`config.mk`:
```
export PLATFORM = sky130hd
export DESIGN_NAME = flp_top
export DESIGN_NICKNAME = d
export VERILOG_FILES = /design/src/hdl/flp_pkg.sv /design/src/hdl/flp_sync.sv /design/src/hdl/flp_nco.sv /design/src/hdl/flp_top.sv
export SDC_FILE = /design/constraint.sdc
export NUM_CORES = 1
export LEC_CHECK = 0
export BUFFER_PORTS_ARGS = -buffer_cell sky130_fd_sc_hd__buf_4
export CAP_MARGIN = 25
export CORE_MARGIN = 2
export CORE_UTILIZATION = 33
export DETAILED_ROUTE_END_ITERATION = 16
export SKIP_LAST_GASP = 1
export SLEW_MARGIN = 20
export SYNTH_ARGS = -nofsm -noshare
export SYNTH_HDL_FRONTEND = slang
export SYNTH_SLANG_ARGS = --single-unit
```
`constraint.sdc`:
```
create_clock -name i_core_clk -period 5.6 [get_ports i_core_clk]
set_input_delay 0.28 -clock i_core_clk [delete_from_list [all_inputs] [get_ports i_core_clk]]
set_output_delay 0.28 -clock i_core_clk [all_outputs]
set_load 0.02 [all_outputs]
```
`src/hdl/flp_pkg.sv`:
```
// flp_pkg: constants shared by the framer line and highway pin block
// assumes a 50 MHz core clock and a 32-bit AHB-Lite register port
package flp_pkg;
	localparam int          CORE_HZ        = 50_000_000;
	localparam int          TX_DS1_HZ      = 1_544_000;
	localparam int          TX_CEPT_HZ     = 2_048_000;
	localparam int          NCO_W          = 24;
	// step gives two toggles per line clock period
	localparam logic [23:0] NCO_STEP_DS1   = 24'((64'(2 * TX_DS1_HZ) << NCO_W) / 64'(CORE_HZ));
	localparam logic [23:0] NCO_STEP_CEPT  = 24'((64'(2 * TX_CEPT_HZ) << NCO_W) / 64'(CORE_HZ));

	localparam logic [7:0]  DS1_LAST_BIT   = 8'hC0;
	localparam logic [7:0]  CEPT_LAST_BIT  = 8'hFF;
	localparam logic [7:0]  ALIGN_END_BIT  = 8'h07;
	localparam logic [7:0]  DDS_HALF_BIT   = 8'h60;
	localparam logic [6:0]  CEPT_FAS_PAT   = 7'h1B;
	localparam logic [6:0]  DS1_HUNT_PAT   = 7'h4D;
	localparam logic [1:0]  LOSS_ERR_LIMIT = 2'h3;
	localparam logic [7:0]  SA_BASE_BIT    = 8'h03;
	localparam logic [2:0]  SA_MAX_SEL     = 3'h4;
	localparam logic [11:0] HW_BASE_PERIOD = 12'h100;
	localparam logic [4:0]  SYSCLK_MULT_HI = 5'h10;
	localparam logic [4:0]  SYSCLK_MULT_LO = 5'h01;

	localparam logic [31:0] CTRL_OFF       = 32'h0000_0000;
	localparam logic [31:0] STATUS_OFF     = 32'h0000_0004;
	localparam logic [31:0] CTRL_RST       = 32'h0000_0000;
	localparam logic [31:0] CTRL_MASK      = 32'h0000_037F;
	localparam int          CTRL_SINGLE    = 0;
	localparam int          CTRL_CEPT      = 1;
	localparam int          CTRL_DDS       = 2;
	localparam int          CTRL_MASTER    = 3;
	localparam int          CTRL_SA_LSB    = 4;
	localparam int          CTRL_HWR_LSB   = 8;
	localparam int          STAT_LOSS      = 0;
	localparam int          STAT_LIU       = 1;
	localparam int          STAT_SEL16     = 2;
	localparam int          STAT_HWFS      = 3;
	localparam int          STAT_BPV_LSB   = 16;
endpackage : flp_pkg

```
`src/hdl/flp_sync.sv`:
```
// flp_sync: two-stage synchroniser for a bundle of asynchronous levels
// assumes each bit is an independent level; no bus coherence is promised
`timescale 1ns/1ps
module flp_sync #(
	parameter int W = 1
) (
	input  wire logic         i_core_clk,
	input  wire logic         i_sys_rst,
	input  wire logic [W-1:0] i_async,
	output logic      [W-1:0] o_sync
);
	typedef struct packed {
		logic [W-1:0] meta;
		logic [W-1:0] sync;
	} flp_sync_st_t;

	flp_sync_st_t st;
	flp_sync_st_t next_st;

	// first stage is read by the second stage only
	always_comb begin
		next_st      = st;
		next_st.meta = i_async;
		next_st.sync = st.meta;
	end

	always_ff @(posedge i_core_clk or posedge i_sys_rst) begin
		if (i_sys_rst) begin
			st <= '0;
		end else begin
			st <= next_st;
		end
	end

	assign o_sync = st.sync;
endmodule : flp_sync

```
`src/hdl/flp_nco.sv`:
```
// flp_nco: phase accumulator giving a fractional-rate tick
// assumes the step is below half the accumulator range
`timescale 1ns/1ps
module flp_nco
	import flp_pkg::*;
(
	input  wire logic              i_core_clk,
	input  wire logic              i_sys_rst,
	input  wire logic [NCO_W-1:0]  i_step,
	output logic                   o_tick
);
	typedef struct packed {
		logic [NCO_W-1:0] acc;
		logic             tick;
	} flp_nco_st_t;

	flp_nco_st_t      st;
	flp_nco_st_t      next_st;
	logic [NCO_W:0]   sum;

	// average rate is exact; each edge jitters by one core cycle
	always_comb begin
		next_st      = st;
		sum          = {1'b0, st.acc} + {1'b0, i_step};
		next_st.acc  = sum[NCO_W-1:0];
		next_st.tick = sum[NCO_W];
	end

	always_ff @(posedge i_core_clk or posedge i_sys_rst) begin
		if (i_sys_rst) begin
			st <= '0;
		end else begin
			st <= next_st;
		end
	end

	assign o_tick = st.tick;
endmodule : flp_nco

```
`src/hdl/flp_top.sv`:
```
// flp_top: one channel's framer line pins, receive framer outputs and highway sync
// assumes an AHB-Lite master on i_core_clk; line and highway pins are asynchronous
//
// The AHB-Lite register port and the placing of the registers are this design's own decisions.
`timescale 1ns/1ps
module flp_top
	import flp_pkg::*;
(
	input  wire logic        i_core_clk,
	input  wire logic        i_sys_rst,
	input  wire logic        i_hsel,
	input  wire logic [31:0] i_haddr,
	input  wire logic [1:0]  i_htrans,
	input  wire logic        i_hwrite,
	input  wire logic [2:0]  i_hsize,
	input  wire logic [31:0] i_hwdata,
	input  wire logic        i_hready,
	output logic      [31:0] o_hrdata,
	output logic             o_hreadyout,
	output logic             o_hresp,
	input  wire logic        i_tx_pos_data,
	input  wire logic        i_tx_neg_data,
	output logic             o_tx_data_take,
	output logic             o_tx_pos_rail_out,
	output logic             o_tx_neg_rail_out,
	output logic             o_tx_line_clk_out,
	input  wire logic        i_rx_line_clk_in,
	input  wire logic        i_rx_pos_rail_in,
	input  wire logic        i_rx_neg_rail_in,
	input  wire logic        i_line_bypass_strap,
	input  wire logic        i_sysclk_rate_select,
	output logic      [4:0]  o_line_unit_sysclk_mult,
	output logic             o_rx_framer_clk_out,
	output logic             o_rx_decoded_data_out,
	output logic             o_rx_frame_sync_out,
	output logic             o_rx_sig_multiframe_sync,
	output logic             o_rx_crc_multiframe_sync,
	output logic             o_rx_datalink_clk,
	output logic             o_rx_datalink_out,
	output logic             o_rx_align_lost,
	input  wire logic        i_tx_highway_clk,
	input  wire logic        i_tx_highway_frame_sync_in,
	output logic             o_tx_highway_frame_sync_out,
	output logic             o_tx_highway_frame_sync_oe
);
	typedef struct packed {
		logic [31:0] ctrl;
		logic [31:0] hrdata;
		logic        wr_ctrl;
		logic        tx_line_clk_out;
		logic        tpos;
		logic        tneg;
		logic        take;
		logic [6:0]  per;
		logic        fresh;
		logic        rclk_d;
		logic        rxclk;
		logic [7:0]  bit_cnt;
		logic [3:0]  frm;
		logic [6:0]  hist;
		logic        loss;
		logic [1:0]  err;
		logic        rdata;
		logic        fs;
		logic        smf;
		logic        cmf;
		logic        dlclk;
		logic        dl;
		logic        dlbit;
		logic [15:0] bpv;
		logic        hclk_d;
		logic [11:0] hcnt;
		logic        hfs;
		logic [4:0]  mult;
	} flp_top_st_t;

	flp_top_st_t  st;
	flp_top_st_t  next_st;
	logic [6:0]   s_pins;
	logic         s_rclk;
	logic         s_rpos;
	logic         s_rneg;
	logic         s_liu;
	logic         s_sel16;
	logic         s_hclk;
	logic         s_hfs;
	logic         tick;
	logic         single;
	logic         cept;
	logic         dds8;
	logic         master;
	logic         rx_rise;
	logic         hw_rise;
	logic         rbit;
	logic [6:0]   win;
	logic [6:0]   pat;
	logic [7:0]   last_bit;
	logic [7:0]   sa_bit;
	logic [2:0]   sa_sel;
	logic [11:0]  hw_last;
	logic         take_dl;
	logic [31:0]  rd_val;
	logic         addr_ok;

	// every pin from outside the core domain passes two flops
	flp_sync #(.W(7)) u_sync (
		.i_core_clk (i_core_clk),
		.i_sys_rst  (i_sys_rst),
		.i_async    ({i_rx_line_clk_in, i_rx_pos_rail_in, i_rx_neg_rail_in,
		              i_line_bypass_strap, i_sysclk_rate_select,
		              i_tx_highway_clk, i_tx_highway_frame_sync_in}),
		.o_sync     (s_pins)
	);
	assign {s_rclk, s_rpos, s_rneg, s_liu, s_sel16, s_hclk, s_hfs} = s_pins;

	flp_nco u_nco (
		.i_core_clk (i_core_clk),
		.i_sys_rst  (i_sys_rst),
		.i_step     (cept ? NCO_STEP_CEPT : NCO_STEP_DS1),
		.o_tick     (tick)
	);

	assign single  = st.ctrl[CTRL_SINGLE];
	assign cept    = st.ctrl[CTRL_CEPT];
	assign dds8    = !cept && st.ctrl[CTRL_DDS];
	assign master  = st.ctrl[CTRL_MASTER];
	assign rx_rise = s_rclk && !st.rclk_d;
	assign hw_rise = s_hclk && !st.hclk_d;
	assign sa_sel  = (st.ctrl[CTRL_SA_LSB +: 3] > SA_MAX_SEL) ? SA_MAX_SEL
	                 : st.ctrl[CTRL_SA_LSB +: 3];
	assign sa_bit  = SA_BASE_BIT + {5'h00, sa_sel};
	assign hw_last = (HW_BASE_PERIOD << st.ctrl[CTRL_HWR_LSB +: 2]) - 12'h001;

	always_comb begin
		next_st      = st;
		next_st.take = 1'b0;
		rbit         = single ? s_rpos : (s_rpos | s_rneg);
		win          = {st.hist[5:0], rbit};
		pat          = cept ? CEPT_FAS_PAT : DS1_HUNT_PAT;
		last_bit     = cept ? CEPT_LAST_BIT : DS1_LAST_BIT;
		take_dl      = 1'b0;
		addr_ok      = 1'b0;
		rd_val       = 32'h0000_0000;

		// register port: zero wait states, always OKAY
		if (st.wr_ctrl) begin
			next_st.ctrl  = i_hwdata & CTRL_MASK;
			next_st.fresh = 1'b1;
		end
		next_st.wr_ctrl = 1'b0;
		if (i_hsel && i_hready && i_htrans[1]) begin
			if (i_haddr == CTRL_OFF) begin
				addr_ok = 1'b1;
				rd_val  = next_st.ctrl;
			end else if (i_haddr == STATUS_OFF) begin
				addr_ok                    = 1'b1;
				rd_val[STAT_LOSS]          = st.loss;
				rd_val[STAT_LIU]           = s_liu;
				rd_val[STAT_SEL16]         = s_sel16;
				rd_val[STAT_HWFS]          = s_hfs;
				rd_val[STAT_BPV_LSB +: 16] = st.bpv;
			end
			next_st.wr_ctrl = i_hwrite && (i_hsize == 3'h2) && (i_haddr == CTRL_OFF);
			if (!i_hwrite) begin
				next_st.hrdata = addr_ok ? rd_val : 32'h0000_0000;
			end
		end

		// transmit side
		next_st.per = (st.per == 7'h7F) ? st.per : st.per + 7'h01;
		if (tick) begin
			next_st.tx_line_clk_out = !st.tx_line_clk_out;
			if (!st.tx_line_clk_out) begin
				next_st.take  = 1'b1;
				next_st.per   = 7'h01;
				next_st.fresh = st.wr_ctrl;
				next_st.tpos  = s_liu ? 1'b0 : i_tx_pos_data;
				next_st.tneg  = s_liu ? 1'b0 : i_tx_neg_data;
			end
		end
		if (next_st.ctrl[CTRL_SINGLE]) begin
			next_st.tneg = 1'b0;
		end

		// receive side: sampled on the recovered clock's rising edge
		next_st.rclk_d = s_rclk;
		next_st.rxclk  = s_liu ? 1'b0 : s_rclk;
		if (rx_rise && !s_liu) begin
			next_st.hist = win;
			if (st.bit_cnt == last_bit) begin
				next_st.bit_cnt = 8'h00;
				next_st.frm     = st.frm + 4'h1;
			end else begin
				next_st.bit_cnt = st.bit_cnt + 8'h01;
			end
			if (st.loss) begin
				if (win == pat) begin
					next_st.loss    = 1'b0;
					next_st.err     = 2'h0;
					next_st.bit_cnt = ALIGN_END_BIT + 8'h01;
					next_st.frm     = 4'h0;
				end
			end else if (st.bit_cnt == ALIGN_END_BIT && (!cept || !st.frm[0])) begin
				// three bad words in a row before declaring loss
				if (win == pat) begin
					next_st.err = 2'h0;
				end else if (st.err == LOSS_ERR_LIMIT - 2'h1) begin
					next_st.loss = 1'b1;
					next_st.err  = 2'h0;
				end else begin
					next_st.err = st.err + 2'h1;
				end
			end
			next_st.rdata = next_st.loss ? 1'b1 : rbit;
			next_st.fs    = (st.bit_cnt == 8'h00);
			next_st.smf   = cept && (st.bit_cnt == 8'h00) && (st.frm == 4'h0);
			next_st.cmf   = cept && (st.bit_cnt == 8'h00) && (st.frm == 4'h0);
			if (cept) begin
				take_dl = (st.bit_cnt == sa_bit) && st.frm[0];
			end else begin
				take_dl = (st.bit_cnt == 8'h00) && (dds8 || st.frm[0]);
			end
			if (take_dl) begin
				next_st.dlbit = rbit;
			end
			next_st.dlclk = dds8 ? (next_st.bit_cnt >= DDS_HALF_BIT) : next_st.frm[0];
			if (st.dlclk && !next_st.dlclk) begin
				next_st.dl = next_st.dlbit;
			end
			if (single && s_rneg && st.bpv != 16'hFFFF) begin
				next_st.bpv = st.bpv + 16'h0001;
			end
		end
		if (next_st.loss) begin
			next_st.dl = 1'b1;
		end

		// highway frame sync: slave holds the output low, master counts highway clocks
		next_st.hclk_d = s_hclk;
		if (!master) begin
			next_st.hfs  = 1'b0;
			next_st.hcnt = 12'h000;
		end else if (hw_rise) begin
			next_st.hfs  = (st.hcnt == 12'h000);
			next_st.hcnt = (st.hcnt >= hw_last) ? 12'h000 : st.hcnt + 12'h001;
		end

		next_st.mult = s_sel16 ? SYSCLK_MULT_HI : SYSCLK_MULT_LO;
	end

	always_ff @(posedge i_core_clk or posedge i_sys_rst) begin
		if (i_sys_rst) begin
			st       <= '0;
			st.ctrl  <= CTRL_RST;
			st.loss  <= 1'b1;
			st.rdata <= 1'b1;
			st.dl    <= 1'b1;
			st.fresh <= 1'b1;
			st.mult  <= SYSCLK_MULT_LO;
		end else begin
			st <= next_st;
		end
	end

	assign o_hrdata                    = st.hrdata;
	assign o_hreadyout                 = 1'b1;
	assign o_hresp                     = 1'b0;
	assign o_tx_data_take              = st.take;
	assign o_tx_pos_rail_out           = st.tpos;
	assign o_tx_neg_rail_out           = st.tneg;
	assign o_tx_line_clk_out           = st.tx_line_clk_out;
	assign o_line_unit_sysclk_mult     = st.mult;
	assign o_rx_framer_clk_out         = st.rxclk;
	assign o_rx_decoded_data_out       = st.rdata;
	assign o_rx_frame_sync_out         = st.fs;
	assign o_rx_sig_multiframe_sync    = st.smf;
	assign o_rx_crc_multiframe_sync    = st.cmf;
	assign o_rx_datalink_clk           = st.dlclk;
	assign o_rx_datalink_out           = st.dl;
	assign o_rx_align_lost             = st.loss;
	assign o_tx_highway_frame_sync_out = st.hfs;
	assign o_tx_highway_frame_sync_oe  = master;

	localparam int DS1_PER_MIN  = 32;
	localparam int DS1_PER_MAX  = 33;
	localparam int CEPT_PER_MIN = 24;
	localparam int CEPT_PER_MAX = 25;
endmodule : flp_top

```
; After elaboration in Yosys (flattened, before gate mapping)
; Cells that the tools add are included.
; Widths: inputs -> output; s select.
[classes]
n_addsub = 9
order_cmp = 3
n_eq_ne = 13
shifts = 1
muxes = 50
bitwise_logic = 3
n_reduce_logical = 38
[ops]
columns = operator, n
row1 = $mux 32, 2
row2 = $mux 12, 5
row3 = $mux 16, 3
row4 = $eq 32x3->1 const B, 1
row5 = $logic_not 32->1, 1
row6 = $mux 13, 2
row7 = $mux 26, 1
row8 = $add 24x21->25, 1
row9 = $mux 21, 1
row10 = $mux 10, 2
row11 = $mux 1, 19
row12 = $add 16x1->16 const B, 1
row13 = $logic_and 1x1->1, 16
row14 = $ne 16x16->1 const B, 1
row15 = $mux 3, 5
row16 = $mux 7, 2
row17 = $add 12x1->12 const B, 1
row18 = $ge 12x12->1, 1
row19 = $logic_not 12->1, 1
row20 = $mux 4, 3
row21 = $shl 9x2->12 const A, 1
row22 = $sub 12x1->12 const B, 1
row23 = $reduce_and 2->1, 5
row24 = $add 8x1->8 const B, 1
row25 = 27 further kinds, 40
[totals]
reg_bits = 180
out_inout_bits = 53

; Depth between registers and ports, before layout
; Gate-level depths: netlist (run 1).
[depth]
ltp_word = 14
mapped_depth = 9
mapped_depth_nobuf = 8

; Hierarchy
; Synthesis (run 1) repeated with hierarchy kept, for this count alone.
[unflattened]
cells_unflattened = 826
area_unflattened_um2 = 8612.0
[modules_own_cells]
columns = module, instances, cells_each, area_per_inst_um2
row1 = flp_top, 1, 608, 6312.3
row2 = flp_nco, 1, 203, 1945.6
row3 = flp_sync, 1, 15, 354.1

; Worst setup path after synthesis (run 1)
; No wires, ideal clock.
[synth_path]
kind = register to register
startpoint = register st, in the netlist cept
endpoint = register u_nco.st[18] in the netlist's numbering
setup_ns = 0.080
t_arrival_ns = 2.299
required_time_ns = 5.520
setup_slack_ns = 3.221
stages_incl_launch_ff = 10
n_path_buf = 1
synth_period_minus_slack_ns = 2.379
path_cell_list = dfrtp_1 > buf_2 > inv_1 > ha_1 > a21oi_1 > o21ai_0 > o41ai_2 > nand2_1 > a21oi_1 > xnor2_1
[synth_between]
elab_chain_len = 2
[synth_lines]
columns = item, line_no
row1 = start: declaration, flp_top.sv:77  ; flp_top_st_t st;
row2 = start signal: assignment, flp_top.sv:261  ; st <= next_st;
row3 = $mux 21, flp_top.sv:119  ; .i_step (cept ? NCO_STEP_CEPT : NCO_STEP_DS1),
row4 = $add 24x21->25, flp_nco.sv:24  ; sum = {1'b0, st.acc} + {1'b0, i_step};
row5 = named net u_nco.sum[17], flp_nco.sv:19  ; logic [NCO_W:0] sum;
row6 = end signal: assignment, flp_nco.sv:33  ; st <= next_st;
row7 = end: declaration, flp_nco.sv:17  ; flp_nco_st_t st;
; The timed path passes the listed nets, and every way through them passes these cells.
; A chain may end at the register's enable or synchronous reset.

; Worst setup path after layout (run 1)
[layout_path]
startpoint = register st, in the netlist cept
endpoint = register u_nco.st[20] in the netlist's numbering
; Same word-level chain as after synthesis.

==> impl_metrics.tcl, run 1 <==
set metrics [dict create \
    status "completed" \
    post-synth-top-count-cell "sky130_fd_sc_hd__dfrtp_1" \
    power.combinational.fraction 0.114 \
    p_sw_w 0.000821 \
    pwr-share-seq 0.464 \
    routed_length_per_instance_um 14.7 \
    startpoint_types "register" \
    netlist_instances 816 \
    design.die.area_um2 26400 \
    grt_usage 0.144 \
    drcViolationCount 0 \
    grt_setup_unrepaired "no" \
    switching_share 0.278 \
    postCtsSetupRepairBufs 0 \
    final_cells 1229 \
    final.period_utilization 0.570 \
    drive_above_1_share 0.194 \
    gp_congestion 0.796 \
    cts_hold_buf 8 \
    dieHeight_um 162 \
    final_max_slew_viol_count 0 \
    clock_insertion_delay_worst_skew_ps 440 \
    wirelength_um 18100 \
    cts_inserted_buffers 17 \
    port-buffer-count 106 \
    totalPowerFinal_w 0.00295 \
    max_slew_margin 0.381 \
    setup_tns_ps 0 \
    clock_tree_from_tritoncts "yes" \
    synth.distinct_cells 72 \
    timing.setup.critical_path_class "register to register" \
    antenna_found_initial 0 \
    timing.final.setup_violations 0 \
    row_count 57 \
    first_global_vias 5917 \
    cts_clock_pin_slew_for_the_worst_setup_and_hold_paths_ps 70 \
    critPathSlowestCell "sky130_fd_sc_hd__dfrtp_1" \
    worst-path-max-fanout 16 \
    seq_area_frac_synth 0.511 \
    max_cap_violations 0 \
    synth_seq_cells 169 \
    drtPass1Iterations 4 \
    number_of_diodes 0 \
    critical-path-max-stage-delay_ps 810 \
    achievable-frequency_ghz 0.313 \
    area_delta_synth_final_pct 18.8 \
    synth-async-reset-ratio 1.00 \
    die_w_um 162 \
    final.hold.worst_slack_ps 104 \
    crit_required_ps 5900 \
    critical_path.cell_chain "inv_1, ha_1, a21oi_1, o21ai_0, o41ai_2, nand2_1, a211oi_1" \
    synth_top_cells_by_area "sky130_fd_sc_hd__dfrtp_1 50%, sky130_fd_sc_hd__nand2_1 5.4%, sky130_fd_sc_hd__ha_1 4.1%" \
    placed_cells 1189 \
    cts.sinks 169 \
    gates_resized_cts_repair 0 \
    synth.top_cell.area_share 0.499 \
    h-tree-depth 4 \
    top_level_ports 136 \
    via_per_inst 4.81 \
    ys.flop_type "sky130_fd_sc_hd__dfrtp_1" \
    min-delay-path-class "primary input to register" \
    crit_arrival_ps 3490 \
    leakagePower_nw 4.63 \
    grt_first_pass_wirelength_um 30100 \
    synth_top_cells_by_count "165 x sky130_fd_sc_hd__dfrtp_1, 118 x sky130_fd_sc_hd__nand2_1, 54 x sky130_fd_sc_hd__o21ai_0, 41 x sky130_fd_sc_hd__buf_4, 33 x sky130_fd_sc_hd__inv_1" \
    post-route-min-period_ps 3190 \
    cts-root-to-sink-buffers 2 \
    maximum_number_of_pins_on_one_net_before_global_route_repair 65 \
    globalRouteOverflowTotal 0 \
    end_kind "register" \
    synth_area_leader_cell "sky130_fd_sc_hd__dfrtp_1" \
    synth_warnings 0 \
    hold_viol 0 \
    routed-via-count 5907 \
    pwr-share-clk 0.422 \
    synth.cell_area_um2 8280 \
    initial_core_util 0.338 \
    power.internal_w 0.00213 \
    detailedRoute.firstIterationViolations 228 \
    finish.net_count 1002 \
    hpwl_um 12300 \
    synth_area_per_cell_um2 10.1 \
    clock_skew_ps 12.8 \
    fin_util 0.402 \
    route.antenna.remaining_nets 0 \
    ir_drop_uv 196 \
    slew_at_the_pin_closest_to_its_max_slew_limit_ps 927 \
    powerDensity_nw_per_um2 300 \
    synth_edf_count 0 \
    core_um2 24500 \
    clock-root-buffer "sky130_fd_sc_hd__clkbuf_16" \
]
==> cell usage in the layout, fill, tap and decap left out, types with 5 or more instances in the layout <==
| master | netlist | routed |
|---|---|---|
| sky130_fd_sc_hd__a21o_1 | 6 | 6 |
| sky130_fd_sc_hd__a21oi_1 | 31 | 31 |
| sky130_fd_sc_hd__and3_1 | 8 | 8 |
| sky130_fd_sc_hd__buf_4 | 41 | 110 |
| sky130_fd_sc_hd__clkbuf_16 | 0 | 17 |
| sky130_fd_sc_hd__conb_1 | 2 | 6 |
| sky130_fd_sc_hd__dfrtp_1 | 165 | 165 |
| sky130_fd_sc_hd__dlygate4sd3_1 | 0 | 8 |
| sky130_fd_sc_hd__ha_1 | 27 | 27 |
| sky130_fd_sc_hd__inv_1 | 33 | 32 |
| sky130_fd_sc_hd__inv_8 | 0 | 5 |
| sky130_fd_sc_hd__mux2_2 | 9 | 9 |
| sky130_fd_sc_hd__mux2i_1 | 29 | 29 |
| sky130_fd_sc_hd__nand2_1 | 118 | 118 |
| sky130_fd_sc_hd__nand2b_1 | 23 | 23 |
| sky130_fd_sc_hd__nand3_1 | 27 | 27 |
| sky130_fd_sc_hd__nand4_1 | 10 | 10 |
| sky130_fd_sc_hd__nor2_1 | 30 | 30 |
| sky130_fd_sc_hd__nor2b_1 | 25 | 25 |
| sky130_fd_sc_hd__nor3_1 | 18 | 18 |
| sky130_fd_sc_hd__nor4_1 | 13 | 13 |
| sky130_fd_sc_hd__o21ai_0 | 54 | 54 |
| sky130_fd_sc_hd__o31ai_1 | 6 | 6 |
| sky130_fd_sc_hd__or3_1 | 6 | 6 |
| sky130_fd_sc_hd__xnor2_1 | 21 | 21 |
| sky130_fd_sc_hd__xor2_1 | 14 | 14 |
==> registers in the layout, indices dropped and copies added (netlist names), 2 cells and up <==
signal,flops
u_nco.st,24
st,81
u_sync.o_sync,7
o_line_unit_sysclk_mult,2
o_hrdata,32
u_sync.next_st,7
==> metrics by stage <==
stage / instance area, µm² / worst slack (ps)
after floorplan: 8290 / 752
after global placement: 9120 / 2500
after detailed placement: 9130 / 2480
after CTS: 9840 / 2430
after global routing: 9840 / 2130
final: 9840 / 2410
==> area by class of cell <==
class	instances	area, µm²
Inverter	33	129
Tap cell	324	405
Multi-Input combinational cell	552	3530
Timing Repair Buffer	119	917
Fill cell	2391	14600
Clock inverter	15	200
Clock buffer	17	425
Sequential cell	169	4230
==> metal layers <==
metal | routed length (µm) | part of all wire | GRT usage | up-vias
li1 | - | - | - | 2939
met1 | 8570 | 0.47 | 0.200 | 2835
met2 | 8300 | 0.46 | 0.222 | 119
met3 | 990 | 0.055 | 0.0395 | 14
met4 | 223 | 0.012 | 0.0390 | 0
met5 | 0 | 0 | 0 | -
==> kinds of logic after synthesis <==
| logic type | synth area share |
|---|---|
| multiplexers | 0.0473 |
| AND/OR/NAND/NOR | 0.188 |
| other | 0.000907 |
| flip-flops | 0.511 |
| XOR/XNOR | 0.0370 |
| adder cells (fa/ha/maj) | 0.0408 |
| buffers and inverters | 0.0642 |
| AO/OA/AOI/OAI | 0.110 |
==> worst paths after layout <==
path	from	end	slack, ps	cells past startpoint
worst max register to register	cept	u_nco.st[20]	2410	7
worst min register to register	u_sync.next_st[1]	u_sync.o_sync[1]	350	0
min in group asynchronous	i_sys_rst	st[18]	430	3
worst min-delay path	i_hwdata[5]	st[116]	100	2
max in group asynchronous	i_sys_rst	st[31]	3990	4
worst max-delay path	cept	u_nco.st[20]	2410	7
==> critical path: cells and delay by family, from the launching register on <==
kind	cells	cell delay (ps)
AND/OR/NAND/NOR	1	200
AO/OA/AOI/OAI	4	1200
buffers and inverters	1	380
adder cells (fa/ha/maj)	1	470
flip-flops	1	810
==> power groups by stage <==
stage	combinational, W	clock, W	sequential (W)
6_report	0.000336	0.00125	0.00137
5_1_grt	0.000377	0.00134	0.00138
4_1_cts	0.000341	0.00128	0.00137
3_5_place_dp	0.000335	0	0.00139
3_3_place_gp	0.000330	0	0.00139
2_1_floorplan	0.000225	0	0.00138
Note: power is estimated with default switching activity, not from simulation.
==> run 2: changes to the inputs <==
==> constraint.sdc (replaced) <==
create_clock -name i_core_clk -period 3 [get_ports i_core_clk]
set_input_delay 0.15 -clock i_core_clk [delete_from_list [all_inputs] [get_ports i_core_clk]]
set_output_delay 0.15 -clock i_core_clk [all_outputs]
set_load 0.02 [all_outputs]
==> impl_metrics.tcl, run 2 (synthesis gave the netlist of run 1 again) <==
set metrics [dict create \
    status "completed" \
    pwr-share-seq 0.470 \
    leakagePower_nw 4.68 \
    mostFrequentLayoutCells "165 x sky130_fd_sc_hd__dfrtp_1, 118 x sky130_fd_sc_hd__nand2_1, 114 x sky130_fd_sc_hd__buf_4" \
    fin_util 0.408 \
    max_cap_violations 0 \
    clock-root-buffer "sky130_fd_sc_hd__clkbuf_16" \
    grt_usage 0.146 \
    top_level_ports 136 \
    gates_resized_cts_repair 0 \
    setup_tns_ps 0 \
    ir_drop_uv 378 \
    detailedRoute.firstIterationViolations 272 \
    cts.sinks 169 \
    wirelength_um 18000 \
    finish.net_count 1018 \
    timing.final.setup_violations 0 \
    power.internal_w 0.00398 \
    worst-path-max-fanout 9 \
    largest-register "st" \
    dieHeight_um 162 \
    power.combinational.fraction 0.118 \
    clock_insertion_delay_worst_skew_ps 440 \
    max_slew_margin 0.372 \
    first_global_vias 6096 \
    final_max_slew_viol_count 0 \
    maximum_number_of_pins_on_one_net_before_global_route_repair 94 \
    clock_tree_from_tritoncts "yes" \
    layout.cells.most_common "sky130_fd_sc_hd__dfrtp_1" \
    hpwl_um 12200 \
    final.period_utilization 0.825 \
    globalRouteOverflowTotal 0 \
    cts_inserted_buffers 17 \
    initial_core_util 0.338 \
    design.die.area_um2 26400 \
    routed-via-count 5986 \
    largest_register_ffs 81 \
    drive_above_1_share 0.196 \
    h-tree-depth 4 \
    gp_congestion 0.802 \
    crit_arrival_ps 2830 \
    antenna_found_initial 0 \
    row_count 57 \
    port-buffer-count 106 \
    p_sw_w 0.00146 \
    routed_length_per_instance_um 14.5 \
    hold_viol 0 \
    via_per_inst 4.81 \
    die_w_um 162 \
    end_kind "register" \
    core_um2 24500 \
    filler_cell_count 2371 \
    switching_share 0.269 \
    clock_skew_ps 8.15 \
    powerDensity_nw_per_um2 545 \
    drtPass1Iterations 4 \
    cts_clock_pin_slew_for_the_worst_setup_and_hold_paths_ps 70 \
    achievable-frequency_ghz 0.404 \
    area_delta_synth_final_pct 20.6 \
    pwr-share-clk 0.412 \
    slew_at_the_pin_closest_to_its_max_slew_limit_ps 940 \
    grt_first_pass_wirelength_um 30900 \
    route.antenna.remaining_nets 0 \
    cts-root-to-sink-buffers 2 \
    number_of_diodes 0 \
    grt_setup_unrepaired "no" \
    startpoint_types "register" \
    drcViolationCount 0 \
    min-delay-path-class "primary input to register" \
    crit_required_ps 3360 \
    timing.setup.critical_path_class "register to register" \
    post-route-min-period_ps 2470 \
]
[run 2: cell types whose count changed in the layout (fill, tap and decap cells not counted), sizes merged]
cell         delta
clkinv          -2
clkinvlp        +3
inv             -3
clkbuf          +1
dlygate4sd3    +11
buf             +5
[run 2: final timing paths]
path,startpoint,endpoint,slack [ps],depth (start not counted)
worst min-delay path,i_hwdata[1],cept,50,3
worst min register to register,u_sync.next_st[1],u_sync.o_sync[1],350,0
worst max register to register,cept,u_nco.st[18],530,8
worst max-delay path,cept,u_nco.st[18],530,8
max in group asynchronous,i_sys_rst,u_nco.st[17],2120,4
min in group asynchronous,i_sys_rst,st[16],410,4
[run 2: per-stage QoR]
stage	cell area [µm²]	setup WS [ps]	std cells	hold WS (ps)	power [W]
CTS	9980	501	1244	30.8	0.00550
global placement	9190	544	1194	260	0.00322
finish	9980	526	1244	50.7	0.00544
global route	9980	210	1244	68.1	0.00572
floorplan	8300	621	820	181	0.00300
detailed placement	9190	526	1194	261	0.00323
[run 2: repair_timing]
action	in CTS	in global routing
endpoints found under the hold margin	181	0
setup buffers	0	0
endpoints found under the setup margin	0	0
hold buffers	19	0
[run 2: power by group through the flow]
stage / Sequential (W) / Clock, W / Combinational [W]
after floorplan: 0.00258 / 0 / 0.000420
after global placement: 0.00260 / 0 / 0.000621
after detailed placement: 0.00260 / 0 / 0.000630
after CTS: 0.00256 / 0.00230 / 0.000650
after global routing: 0.00258 / 0.00242 / 0.000720
final: 0.00256 / 0.00224 / 0.000639
[run 2: cell type report]
cell class                 count  area (µm²)  share of cell area
timing repair buffer         135        1090               0.109
clock inverter                13         160              0.0160
sequential                   169        4230               0.424
tap                          324         405              0.0406
multi-input combinational    552        3530               0.353
inverter                      33         128              0.0128
clock buffer                  18         439              0.0440
[run 2: worst max-delay path, cell delays in order (launching register included)]
cell and delay, ps:
sky130_fd_sc_hd__dfrtp_1 410, sky130_fd_sc_hd__inv_1 270, sky130_fd_sc_hd__ha_1 360, sky130_fd_sc_hd__a21oi_1 150
sky130_fd_sc_hd__o21ai_0 170, sky130_fd_sc_hd__o41ai_2 490, sky130_fd_sc_hd__nand2_1 190, sky130_fd_sc_hd__a21oi_1 220
sky130_fd_sc_hd__xnor2_1 130
[run 2: routing by layer]
layer / GRT usage / part of all wire / up-vias
li1: - / - / 2956
met1: 0.199 / 0.48 / 2888
met2: 0.231 / 0.46 / 120
met3: 0.0367 / 0.043 / 22
met4: 0.0422 / 0.013 / 0
met5: 0 / 0 / -
==> run 3: changes to the inputs <==
--- a/config.mk
+++ b/config.mk
@@ -5,6 +5,7 @@
 export SDC_FILE = /design/constraint.sdc
 export NUM_CORES = 1
 export LEC_CHECK = 0
+export ABC_AREA = 1
 export BUFFER_PORTS_ARGS = -buffer_cell sky130_fd_sc_hd__buf_4
 export CAP_MARGIN = 25
 export CORE_MARGIN = 2
==> constraint.sdc (replaced) <==
create_clock -name i_core_clk -period 2.2 [get_ports i_core_clk]
set_input_delay 0.11 -clock i_core_clk [delete_from_list [all_inputs] [get_ports i_core_clk]]
set_output_delay 0.11 -clock i_core_clk [all_outputs]
set_load 0.02 [all_outputs]
==> impl_metrics.tcl, run 3 <==
set metrics [dict create \
    status "completed" \
    crit_arrival_ps 2510 \
    largest_family_of_logic_cells_by_synthesized_area "simple AND/OR/NAND/NOR gates" \
    globalRouteOverflowTotal 0 \
    placed_cells 1377 \
    synthMuxAreaShare 0 \
    timing.setup.critical_path_class "primary input to register" \
    ys.flop_type "sky130_fd_sc_hd__dfrtp_1" \
    drive_above_1_share 0.175 \
    seq_area_frac_synth 0.500 \
    row_count 58 \
    synth_warnings 0 \
    stdcell_area_um2 10300 \
    core_um2 25200 \
    cts_clock_pin_slew_for_the_worst_setup_and_hold_paths_ps 70 \
    synth-async-reset-ratio 1.00 \
    finish.net_count 1196 \
    area_delta_synth_final_pct 21.7 \
    final.hold.worst_slack_ps 46.6 \
    grt_setup_unrepaired "no" \
    min-delay-path-class "primary input to register" \
    design.die.area_um2 27000 \
    post-route-min-period_ps 2140 \
    maximum_number_of_pins_on_one_net_before_global_route_repair 107 \
    post_synth_fa_ha_maj_area_fraction 0.0399 \
    max_slew_margin 0.590 \
    clock_insertion_delay_worst_skew_ps 430 \
    hold_viol 0 \
    number_of_diodes 0 \
    synth_top_cells_by_area "sky130_fd_sc_hd__dfrtp_1 49%, sky130_fd_sc_hd__nand2_1 8.3%, sky130_fd_sc_hd__inv_1 5.8%" \
    clock-root-buffer "sky130_fd_sc_hd__clkbuf_16" \
    wirelength_um 19500 \
    synth_area_leader_cell "sky130_fd_sc_hd__dfrtp_1" \
    h-tree-depth 4 \
    first_global_vias 6632 \
    setup.worst_path.start "i_hsize[2]" \
    grt_usage 0.154 \
    powerDensity_nw_per_um2 699 \
    clock_skew_ps 11.6 \
    simple_gate_fraction_of_synth_area 0.205 \
    hpwl_um 13800 \
    worstHoldStart "i_hwdata[2]" \
    dieHeight_um 164 \
    leakagePower_nw 5.06 \
    placed_cell_area_um2 9500 \
    detailedRoute.firstIterationViolations 465 \
    largest-register "st" \
    max_cap_violations 0 \
    route.antenna.remaining_nets 0 \
    synth_seq_cells 169 \
    via_per_inst 4.67 \
    routed-via-count 6671 \
    gp_congestion 0.856 \
    totalPowerFinal_w 0.00721 \
    crit_required_ps 2570 \
    top_level_ports 136 \
    timing.final.setup_violations 0 \
    synth_top_cells_by_count "188 x sky130_fd_sc_hd__nand2_1, 165 x sky130_fd_sc_hd__dfrtp_1, 131 x sky130_fd_sc_hd__inv_1, 76 x sky130_fd_sc_hd__nor2_1, 69 x sky130_fd_sc_hd__o21ai_0" \
    drcViolationCount 0 \
    post-synth-top-count-cell "sky130_fd_sc_hd__nand2_1" \
    parity_gate_share_of_the_synthesized_area_counting_xor_and_xnor_cells 0.0507 \
    worst-path-max-fanout 1 \
    synth_edf_count 0 \
    initial_core_util 0.336 \
    final.period_utilization 0.974 \
    die_w_um 164 \
    achievable-frequency_ghz 0.467 \
    port-buffer-count 106 \
    final_cells 1429 \
    end_kind "register" \
    startpoint_types "primary input" \
    largest_register_ffs 81 \
    grt_first_pass_wirelength_um 32800 \
    synth_compound_gate_area_share 0.0990 \
    ir_drop_uv 475 \
    synth.top_cell.area_share 0.488 \
    cts.sinks 169 \
    mostFrequentLayoutCells "187 x sky130_fd_sc_hd__nand2_1, 165 x sky130_fd_sc_hd__dfrtp_1, 129 x sky130_fd_sc_hd__inv_1" \
    clock_tree_from_tritoncts "yes" \
    drtPass1Iterations 5 \
    cts_inserted_buffers 17 \
    antenna_found_initial 0 \
    place_ws_ps 88.4 \
    synth_area_per_cell_um2 8.69 \
    synth.distinct_cells 52 \
    r2r_start "cept" \
    cts-root-to-sink-buffers 2 \
    final_max_slew_viol_count 0 \
    netlist_instances 975 \
    layout.cells.most_common "sky130_fd_sc_hd__nand2_1" \
    filler_cell_count 2438 \
    finalWorstSetupSlack_ps 58.0 \
    slew_at_the_pin_closest_to_its_max_slew_limit_ps 615 \
    synth.cell_area_um2 8470 \
    routed_length_per_instance_um 13.7 \
]
-- run 3: cell types whose count changed after synthesis, sizes merged, moves of 9 or more --
cell	before	now
nand2b	23	0
nor2b	25	0
o21ai	56	82
mux2	9	0
nand3	27	51
nor2	30	80
xnor2	21	5
xor2	14	44
nand2	118	191
nand4	11	20
inv	33	133
mux2i	29	0
-- run 3: through the flow --
| stage | setup TNS (ps) | utilization |
|---|---|---|
| 2_1_floorplan | -10140 | - |
| 3_3_place_gp | 0 | 0.377 |
| 3_5_place_dp | 0 | 0.377 |
| 4_1_cts | 0 | 0.408 |
| 5_1_grt | 0 | 0.409 |
| 6_report | 0 | 0.409 |
-- run 3: worst max-delay path: stages --
cell,delay (ps)
sky130_fd_sc_hd__dlygate4sd3_1,540
sky130_fd_sc_hd__buf_4,130
sky130_fd_sc_hd__or2_2,260
sky130_fd_sc_hd__dlygate4sd3_1,550
sky130_fd_sc_hd__nor4_1,330
sky130_fd_sc_hd__dlygate4sd3_1,600
-- run 3: layer usage --
metal,GRT usage,share of wire,up-vias
li1,-,-,3340
met1,0.205,0.48,3184
met2,0.253,0.47,120
met3,0.0303,0.032,27
met4,0.0459,0.018,0
met5,0,0,-
-- run 3: power by group --
part           switching, W  internal (W)
Clock               0.00135       0.00166
Combinational      0.000464      0.000328
Sequential         0.000140       0.00327
-- run 3: path summary, 6_finish.rpt --
kind,endpoint,slack (ps),cells past startpoint
setup / recovery,st[78],60,6
hold / removal,st[113],50,4
setup reg to reg,u_nco.st[17],130,10
hold reg to reg,u_sync.o_sync[4],350,0
max in group asynchronous,o_hrdata[1],1250,4
min in group asynchronous,u_sync.next_st[2],130,3
-- run 3: area by class of cell --
class	instances	area (µm²)	share of cell area
flip-flops and latches	169	4230	0.411
well taps	330	413	0.0401
clock inverters	12	133	0.0129
repair buffers	147	1180	0.115
inverters	133	503	0.0488
clock buffers	20	457	0.0443
multi-input cells	618	3390	0.329
-- run 3: what timing repair did --
| action | 4_1_cts | 5_1_grt |
|---|---|---|
| gates resized for setup | 0 | 8 |
| endpoints found under the setup margin | 0 | 10 |
| setup buffers | 0 | 2 |
| endpoints found under the hold margin | 180 | 0 |
| hold buffers | 18 | 0 |
-- run 3: cell families (layout without fill, tap and decap cells) --
group | after synthesis | after routing
XOR/XNOR | 49 | 49
AND/OR/NAND/NOR | 386 | 386
AO/OA/AOI/OAI | 150 | 150
buffers and inverters | 192 | 312
flip-flops | 169 | 169
adder cells (fa/ha/maj) | 27 | 27
other | 2 | 6
